<file path="src/pkg/led_dim_pkg.sv">
// Shared constants and types for the LED dimming and sync control link
package led_dim_pkg;
    localparam int CLK_MHZ = 25;
    localparam int SYNC_LOW_NS = 7000;
    localparam int SYNC_LOW_CYC = (SYNC_LOW_NS * CLK_MHZ + 999) / 1000;
    localparam int LOWPWR_CYC = 32750;
    localparam int SWITCH_GAP_NS = 500;
    localparam int SWITCH_GAP_CYC = (SWITCH_GAP_NS * CLK_MHZ + 999) / 1000;
    localparam int DIM_DELAY_NS = 500;
    localparam int DIM_DELAY_CYC = (DIM_DELAY_NS * CLK_MHZ) / 1000;
    localparam int SETTLE_CYC = 75000;
    localparam int TRIM_WIDTH = 8;
    localparam int SOFTSTART_CYC = 64;
    localparam int CH_NUM = 2;
    typedef enum logic [2:0] {ST_OFF, ST_SOFT, ST_RUN, ST_SHUT, ST_LOWPWR} dev_state_e;
endpackage

</file>
<file path="src/pkg/led_dim_if.sv">
// Pin-level link between host controller and LED driver control
`timescale 1ns/1ps
interface led_dim_if;
    logic dim_enable;
    logic freq_set_sync_pin;
    logic current_trim_duty_input;
    modport device (input dim_enable, input freq_set_sync_pin, input current_trim_duty_input);
    modport host (output dim_enable, output freq_set_sync_pin, output current_trim_duty_input);
endinterface

</file>
<file path="src/verilog/led_dim_device.sv">
// Device end: dimming, sync-low shutdown, low-power entry and current trim
`timescale 1ns/1ps
module led_dim_device
    import led_dim_pkg::*;
#(
    parameter int LOWPWR_CYCLES = LOWPWR_CYC,
    parameter int SETTLE_CYCLES = SETTLE_CYC,
    parameter int SOFT_CYCLES = SOFTSTART_CYC
) (
    // Clock and reset
    input wire logic clk_i,
    input wire logic rst_i,
    // Link
    led_dim_if.device link,
    // User side
    input wire logic sync_guard_i,
    input wire logic [CH_NUM-1:0] ch_enable_i,
    // Power stage
    output logic boost_on_o,
    output logic disconnect_closed_o,
    output logic [CH_NUM-1:0] sink_on_o,
    output logic comp_float_o,
    // Status
    output logic low_power_o,
    output logic soft_start_o,
    output logic shutdown_o,
    output logic ext_sync_o,
    output logic fault_o,
    // Trim level
    output logic [TRIM_WIDTH-1:0] current_level_o
);
    typedef struct packed {
        // Pin synchronisers
        logic [1:0] dim_sy;
        logic [1:0] sync_sy;
        logic [1:0] trim_sy;
        logic sync_prev;
        // Control state and timers
        dev_state_e st;
        logic [15:0] low_cnt;
        logic [15:0] sync_cnt;
        logic [15:0] soft_cnt;
        // Trim measurement and level
        logic [TRIM_WIDTH-1:0] win_cnt;
        logic [TRIM_WIDTH-1:0] high_cnt;
        logic [TRIM_WIDTH-1:0] target;
        logic [TRIM_WIDTH-1:0] level;
        logic [16:0] settle_cnt;
        // Registered outputs
        logic ext_sync;
        logic [CH_NUM-1:0] sink;
        logic boost;
        logic disc;
    } dev_s;

    dev_s s_r;
    dev_s s_nxt;
    // Pin levels after the second synchroniser stage, plus the run decode
    logic dim;
    logic sync;
    logic trim;
    logic run;

    // Level step spacing, so a full-scale sweep spans the settle time
    localparam logic [16:0] STEP_LIMIT = 17'(SETTLE_CYCLES / (2 ** TRIM_WIDTH));

    assign dim = s_r.dim_sy[1];
    assign sync = s_r.sync_sy[1];
    assign trim = s_r.trim_sy[1];

    // Next state: one pass over the whole state record
    always_comb begin
        s_nxt = s_r;
        s_nxt.dim_sy = {s_r.dim_sy[0], link.dim_enable};
        s_nxt.sync_sy = {s_r.sync_sy[0], link.freq_set_sync_pin};
        s_nxt.trim_sy = {s_r.trim_sy[0], link.current_trim_duty_input};
        s_nxt.sync_prev = sync;

        // Sync low time; guarded low is treated as internal clock
        if (sync || sync_guard_i) begin
            s_nxt.sync_cnt = '0;
        end else if (s_r.sync_cnt < 16'(SYNC_LOW_CYC)) begin
            s_nxt.sync_cnt = s_r.sync_cnt + 16'h0001;
        end

        // Edge seen recently marks external sync in use
        if (sync && !s_r.sync_prev) begin
            s_nxt.ext_sync = 1'b1;
        end else if (s_r.sync_cnt != '0 || sync_guard_i) begin
            s_nxt.ext_sync = 1'b0;
        end

        // Low-power timer saturates, so the state checks keep seeing it
        if (dim) begin
            s_nxt.low_cnt = '0;
        end else if (s_r.low_cnt < 16'(LOWPWR_CYCLES)) begin
            s_nxt.low_cnt = s_r.low_cnt + 16'h0001;
        end

        // Operating state
        case (s_r.st)
            ST_OFF: begin
                // A sync pin held low blocks power-up
                if (dim && sync) begin
                    s_nxt.st = ST_SOFT;
                    s_nxt.soft_cnt = '0;
                end else if (s_r.low_cnt >= 16'(LOWPWR_CYCLES)) begin
                    s_nxt.st = ST_LOWPWR;
                end
            end
            ST_SOFT: begin
                // Fixed count stands in for the analog ramp
                s_nxt.soft_cnt = s_r.soft_cnt + 16'h0001;
                if (s_r.soft_cnt >= 16'(SOFT_CYCLES)) begin
                    s_nxt.st = ST_RUN;
                end
            end
            ST_RUN: begin
                // Long enable-low period drops to low power
                if (s_r.low_cnt >= 16'(LOWPWR_CYCLES)) begin
                    s_nxt.st = ST_LOWPWR;
                end
            end
            ST_SHUT: begin
                // Release after the low period restarts via soft start
                if (sync) begin
                    s_nxt.st = ST_SOFT;
                    s_nxt.soft_cnt = '0;
                end
            end
            ST_LOWPWR: begin
                // Only enable with a live sync pin wakes it
                if (dim && sync) begin
                    s_nxt.st = ST_SOFT;
                    s_nxt.soft_cnt = '0;
                end
            end
            default: begin
                s_nxt.st = ST_OFF;
            end
        endcase

        // Sync stuck low wins over every other state except low power
        if (s_r.sync_cnt >= 16'(SYNC_LOW_CYC) && s_r.st != ST_LOWPWR) begin
            s_nxt.st = ST_SHUT;
        end

        // Trim duty measured over a fixed window of samples
        s_nxt.win_cnt = s_r.win_cnt + 1'b1;
        // Window edge: take inverted count, restart with this sample
        if (s_r.win_cnt == '1) begin
            s_nxt.high_cnt = TRIM_WIDTH'(trim);
            s_nxt.target = ~s_r.high_cnt;
        end else if (trim && s_r.high_cnt != '1) begin
            s_nxt.high_cnt = s_r.high_cnt + 1'b1;
        end

        // Level moves one step every STEP_LIMIT + 1 cycles, giving slow response
        if (s_r.settle_cnt >= STEP_LIMIT) begin
            s_nxt.settle_cnt = '0;
            if (s_r.level < s_r.target) begin
                s_nxt.level = s_r.level + 1'b1;
            end else if (s_r.level > s_r.target) begin
                s_nxt.level = s_r.level - 1'b1;
            end
        end else begin
            s_nxt.settle_cnt = s_r.settle_cnt + 17'h00001;
        end

        // Outputs follow one cycle after sync stage, far under 500 ns
        run = (s_nxt.st == ST_SOFT || s_nxt.st == ST_RUN);
        s_nxt.boost = run && dim;
        s_nxt.sink = (run && dim) ? ch_enable_i : '0;
        s_nxt.disc = run || s_nxt.st == ST_OFF;
    end

    // Single state register, asynchronous reset to idle
    always_ff @(posedge clk_i or posedge rst_i) begin
        if (rst_i) begin
            // Sync stages start at the pin's idle high, so no false edge follows reset
            s_r <= '{st: ST_OFF, level: '1, target: '1, sync_sy: 2'h3, sync_prev: 1'h1,
                     default: '0};
        end else begin
            s_r <= s_nxt;
        end
    end

    // Power stage
    assign boost_on_o = s_r.boost;
    assign disconnect_closed_o = s_r.disc;
    // One sink gate per channel
    for (genvar ch = 0; ch < CH_NUM; ch++) begin : g_sink
        assign sink_on_o[ch] = s_r.sink[ch];
    end
    assign comp_float_o = !s_r.boost;

    // State flags
    assign low_power_o = (s_r.st == ST_LOWPWR);
    assign soft_start_o = (s_r.st == ST_SOFT);
    assign shutdown_o = (s_r.st == ST_SHUT);

    // Sync and trim status
    assign ext_sync_o = s_r.ext_sync;
    assign fault_o = 1'b0;
    assign current_level_o = s_r.level;
endmodule

</file>
<file path="src/flat_wrapper.sv">
// flat-port wrapper written by rule: the top's interface ports become plain ports
module led_dim_device_flat import led_dim_pkg::*;
#(
    parameter int LOWPWR_CYCLES = LOWPWR_CYC,
    parameter int SETTLE_CYCLES = SETTLE_CYC,
    parameter int SOFT_CYCLES = SOFTSTART_CYC
)
  (clk_i, rst_i, sync_guard_i, ch_enable_i, boost_on_o, disconnect_closed_o, sink_on_o, comp_float_o, low_power_o, soft_start_o, shutdown_o, ext_sync_o, fault_o, current_level_o, link_dim_enable, link_freq_set_sync_pin, link_current_trim_duty_input);
  led_dim_if link_i ();
  input wire logic clk_i;
  input wire logic rst_i;
  input wire logic sync_guard_i;
  input wire logic [CH_NUM-1:0] ch_enable_i;
  output logic boost_on_o;
  output logic disconnect_closed_o;
  output logic [CH_NUM-1:0] sink_on_o;
  output logic comp_float_o;
  output logic low_power_o;
  output logic soft_start_o;
  output logic shutdown_o;
  output logic ext_sync_o;
  output logic fault_o;
  output logic [TRIM_WIDTH-1:0] current_level_o;
  input wire logic [$bits(link_i.dim_enable)-1:0] link_dim_enable;
  input wire logic [$bits(link_i.freq_set_sync_pin)-1:0] link_freq_set_sync_pin;
  input wire logic [$bits(link_i.current_trim_duty_input)-1:0] link_current_trim_duty_input;
  assign link_i.dim_enable = link_dim_enable;
  assign link_i.freq_set_sync_pin = link_freq_set_sync_pin;
  assign link_i.current_trim_duty_input = link_current_trim_duty_input;
  led_dim_device #(.LOWPWR_CYCLES(LOWPWR_CYCLES), .SETTLE_CYCLES(SETTLE_CYCLES), .SOFT_CYCLES(SOFT_CYCLES)) u_core (.clk_i(clk_i), .rst_i(rst_i), .link(link_i), .sync_guard_i(sync_guard_i), .ch_enable_i(ch_enable_i), .boost_on_o(boost_on_o), .disconnect_closed_o(disconnect_closed_o), .sink_on_o(sink_on_o), .comp_float_o(comp_float_o), .low_power_o(low_power_o), .soft_start_o(soft_start_o), .shutdown_o(shutdown_o), .ext_sync_o(ext_sync_o), .fault_o(fault_o), .current_level_o(current_level_o));
endmodule
</file>
<file path="config.mk">
export PLATFORM = sky130hd
export DESIGN_NAME = led_dim_device_flat
export DESIGN_NICKNAME = d
export VERILOG_FILES = /design/src/pkg/led_dim_pkg.sv /design/src/pkg/led_dim_if.sv /design/src/verilog/led_dim_device.sv /design/src/flat_wrapper.sv
export SDC_FILE = /design/constraint.sdc
export NUM_CORES = 1
export LEC_CHECK = 0
export BUFFER_PORTS_ARGS = -buffer_cell sky130_fd_sc_hd__buf_2
export CORE_ASPECT_RATIO = 1.75
export CORE_UTILIZATION = 39
export DETAILED_ROUTE_END_ITERATION = 7
export PLACE_DENSITY = 0.57
export SETUP_SLACK_MARGIN = 0.5
export SYNTH_ARGS = -nofsm -noshare
export SYNTH_HDL_FRONTEND = slang
export SYNTH_SLANG_ARGS = --single-unit
</file>
<file path="constraint.sdc">
create_clock -name clk_i -period 6.65 [get_ports clk_i]
set_input_delay 1.33 -clock clk_i [delete_from_list [all_inputs] [get_ports clk_i]]
set_output_delay 1.33 -clock clk_i [all_outputs]
set_load 0.005 [all_outputs]
</file>
; ---- Word-level counts from Yosys, hierarchy flattened
; Index checks and enable logic that the tools add are counted.
[totals]
reg_bits = 112
output_inout_bits = 18
word_cells = 90
[classes]
n_addsub = 8
n_lt_le_gt_ge = 8
eq_ne = 11
muxes = 22
bitwise_logic = 1
reduce_logical = 23
[op_table]
columns = operator, n
row1 = two-way mux 16 bit, 6
row2 = adder 16 x 1 -> 16 bit (second input constant), 3
row3 = case mux 16 bit (3 select lines), 1
row4 = two-way mux 8 bit, 4
row5 = adder 8 x 1 -> 8 bit (second input constant), 3
row6 = two-way mux 3 bit, 6
row7 = adder 17 x 1 -> 17 bit (second input constant), 1
row8 = >= comparator 17 x 9 -> 1 bit (second input constant), 1
row9 = two-way mux 17 bit, 1
row10 = >= comparator 16 x 15 -> 1 bit (second input constant), 1
row11 = >= comparator 16 x 7 -> 1 bit (second input constant), 1
row12 = >= comparator 16 x 8 -> 1 bit (second input constant), 1
row13 = < comparator 16 x 15 -> 1 bit (second input constant), 1
row14 = < comparator 16 x 8 -> 1 bit (second input constant), 1
row15 = nonzero test 16 bit, 1
row16 = case mux 3 bit (5 select lines), 1
row17 = nonzero test 2 bit, 5
row18 = == test 3 x 2 -> 1 bit (second input constant), 3
row19 = == test 8 bit (second input constant), 1
row20 = > comparator 8 bit, 1
row21 = < comparator 8 bit, 1
row22 = inequality test 8 bit (second input constant), 1
row23 = NOT 8 bit, 1
row24 = subtractor 8 x 1 -> 8 bit (second input constant), 1
row25 = other kinds (14), 26

; ---- Depth between registers and ports, before layout
[logic_depth]
ltp_word = 9
ltp_mapped = 14

; ---- Worst setup path after synthesis
; Ideal clock, no wire load.
[synth_timing]
path_type = reg-to-reg
from = register u_core.s_r[36] (netlist bit)
to = register u_core.s_r, in the netlist u_core.current_level_o[7]
setup_ns = 0.076
t_arrival_ns = 2.900
t_required_ns = 6.574
setup_slack_ns = 3.675
stages_incl_launch_ff = 15
path_buffers = 0
period_less_slack_ns = 2.975
cell_sequence = dfstp_2 > inv_1 > ha_1 > a21oi_1 > nand2_1 > a21oi_1 > and2_1 > inv_1 > ha_1 > a21oi_1 > o211ai_1 > o41a_1 > and3_1 > o221ai_1 > xnor2_1
[synth_via]
elab_chain_len = 3
elab_cells_between_ends = 5
cone_classes = order compare (2) / mux (1) / reduce/logical (2)
[synth_lines]
columns = element, line
row1 = from (decl), led_dim_device.sv:56  ; dev_s s_r;
row2 = from (signal assigned), led_dim_device.sv:181  ; s_r <= '{st: ST_OFF, level: '1, target: '1, sync_sy: 2'h3, sync_prev: 1'h1,
row3 = from (signal assigned), led_dim_device.sv:184  ; s_r <= s_nxt;
row4 = > comparator 8 bit or < comparator 8 bit (tied branches), "led_dim_device.sv:163, led_dim_device.sv:161"
row5 = nonzero test 2 bit (no line), n/a
row6 = AND reduction 2 bit (no line), n/a
; Several ways; a longest one is shown, not always the timed one.
; A chain may end at the register's enable or synchronous reset.

; ---- Worst setup path after layout
; Same ends and word-level chain as after synthesis.

==> out/results.ini <==
[synth]
synthArstFlopShare_pct=100
synth_fa_ha_area_share_pct=5.87
synthXorXnorAreaFrac_pct=7.70
synth_edf_count=0
postSynthCellCount=528
synth_area_per_cell_um2=10.3
synthTopCellsByArea=dfrtp_1, dfstp_2, ha_1
synth_compound_area_share_pct=9.58
syn_area_um2=5460
synth_cell_types=57
synth_top_area_cell=dfrtp_1
synth_top_family_by_area=simple AND/OR/NAND/NOR gates
ys_seq_elements=112
synthMuxAreaShare_pct=1.44
synth_top_cell_area_share_pct=42.6
synth-simple-area-share_pct=19.3
ys_warn_count=0
seq_area_frac_synth_pct=51.8
dominantRegCellSynth=dfrtp_1

[critical_path]
r2r_end=u_core.current_level_o[7]
arrival_ns=3.56
reg2reg_depth=14
end_kind=flop
r2r-start=u_core.s_r[36]
setup.worst_path.start_class=flop
critPathRequiredTime_ns=6.92
max_stage_delay_ns=0.53
cp_cell_sequence=inv_1, ha_1, a21oi_1, nand2_1, a21oi_1, and2_1, inv_1, ha_1, a21oi_1, o211ai_1, o41a_1, and3_1, o221ai_1, xnor2_1
path_class=reg2reg
r2r_slack_ns=3.36
crit_top_cell=a21oi_1
cp_slowest_cell=dfstp_2
cp_max_fo=7

[timing]
tns_ns=0
finalHoldViolCount=0
setup_viol=0
hold_ws_ns=0.352
fin_skew_ns=0.00871
slew_headroom_pct=40.8
fmax_mhz=304
fin_crit_sh_pct=49.4
worst-slew-pin-transition_ns=0.886
rsz0062_at_grt=false
layout_setup_ws_ns=3.36
drv_slew=0
finalCriticalPeriod_ns=3.29

[cts]
ctsHoldBuffers=0
clockBufferDepth=2
cts_tree=done
clk_pin_slew_ns=0.07
post_cts_buffers=0
cts.sinks=112
clk_latency_ns=0.35
h-tree-depth=3
cts.root.buffer_cell=clkbuf_16
ctsResizeCount=0
cts_buffers=9

[cells_and_area]
syn_to_final_growth_pct=10.2
fin_cells=730
layout_common_cells=dfrtp_1, nor2_1, nand2_1, inv_1, xor2_1
n_antenna_cell=0
drive_above_1_share_pct=14.7
nets=584
final_area_um2=6020
final_common_cell=dfrtp_1

[die]
coreArea_um2=13500
core.rowCount=56
die_area_um2=14500
start_util_pct=40.4
die_width_um=91.4
die_h_um=159
io_pins=26

[detailed_routing]
final_antenna_net_count=0
wirelength_um=9470
drc=0
wl_per_cell_um=13.0
vias_per_cell=5.08
first_pass_iters=4
first_iter_violations=144
num_vias=3711

[global_routing]
first_global_vias=3734
grt_pass1_wl_um=16700
overflow=0
track_usage_pct=14.4
antenna_found_initial=0
grt_max_degree=64

[place]
hpwl_um=6770
place_area_um2=5710
place_congestion=0.762
place_inst=714
preCtsSetupSlack_ns=3.36
io_buffer_count=24

[power]
ir_worst_vdd_v=0.000130
p_leak_nw=2.71
p_per_area_nw_per_um2=239

[worst_hold_path]
worstHoldPathType=reg2reg
whs_endpoint=u_core.dim
hp-start=u_core.s_nxt[111]
holdPathStages=0

[status]
outcome=completed

[run]
drv_cap=0

==> worst max-delay path by stage <==
stage	startpoint	end	slack (ns)	cells past startpoint
2_1_floorplan	rst_i	u_core.boost_on_o	2.39	1
3_3_place_gp	u_core.s_r[31]	u_core.current_level_o[7]	3.49	14
3_5_place_dp	u_core.s_r[36]	u_core.current_level_o[7]	3.36	14
4_1_cts	u_core.s_r[36]	u_core.current_level_o[7]	3.34	14
5_1_grt	u_core.s_r[36]	u_core.current_level_o[7]	3.18	14
6_report	u_core.s_r[36]	u_core.current_level_o[7]	3.36	14
==> metrics by stage <==
step	util [%]	power [mW]
floorplan	-	0.872
global route	44.5	1.51
CTS	44.5	1.46
global placement	42.3	0.904
detailed placement	42.3	0.909
finish	44.5	1.44
==> cells by family after synthesis <==
logic type,Yosys count
flip-flops,112
multiplexers,7
other,1
XOR/XNOR,48
AO/OA/AOI/OAI,77
adder cells (fa/ha/maj),25
buffers and inverters,50
AND/OR/NAND/NOR,208
==> Yosys cell counts, types with 3 or more instances <==
master     n
nand3_1   25
clkbuf_1   6
dfrtp_1   93
nor2b_1    6
ha_1      24
xor2_1    27
a31oi_1    3
a21oi_1   21
nand2_1   37
inv_1     28
and3_1     7
o21ai_0   20
dfstp_2   19
nor3_1     7
nand4_1   15
or3_1     10
a21o_1     5
buf_2      5
buf_4     11
nor2_1    65
and2_1    13
o211ai_1   4
xnor2_1   21
mux2_2     7
nor4_1     7
==> state kept, by name (all words and copies together), names as in the netlist <==
| name | flops |
|---|---|
| u_core.s_r | 94 |
| u_core.current_level_o | 8 |
| u_core.s_nxt | 4 |
| u_core.sink_on_o | 2 |
| u_core.boost_on_o | 1 |
| u_core.dim | 1 |
| u_core.disconnect_closed_o | 1 |
| u_core.ext_sync_o | 1 |
==> power breakdown <==
part           internal, mW  switching [mW]  leakage (nW)
Sequential            0.721          0.0492          1.42
Combinational        0.0507          0.0723          1.15
Clock                 0.295           0.248         0.140
==> layout make-up <==
class	instances	area [um2]
sequential	112	2830
inverter	28	108
timing repair buffer	26	135
tap	174	218
multi-input combinational	374	2430
fill	1326	7510
clock buffer	9	225
clock inverter	7	77.6
==> worst max-delay path, delay by kind of cell, from the launching register on <==
family,cells,cell delay (ns)
AOI/OAI and AO/OA,6,1.25
xor gates and xnor gates,1,0.14
adders and majority gates,2,0.61
buffers and inverters,2,0.20
DFF,1,0.53
and+or+nand+nor,3,0.47
==> per-layer routing <==
metal	GRT usage [%]	wire length (um)	part of all wire, %
met3	2.44	192	2.0
met1	15.4	3900	41
met2	27.8	5230	55
met5	0	0	0
met4	6.05	154	1.6
(Power assumes the default switching activity.)
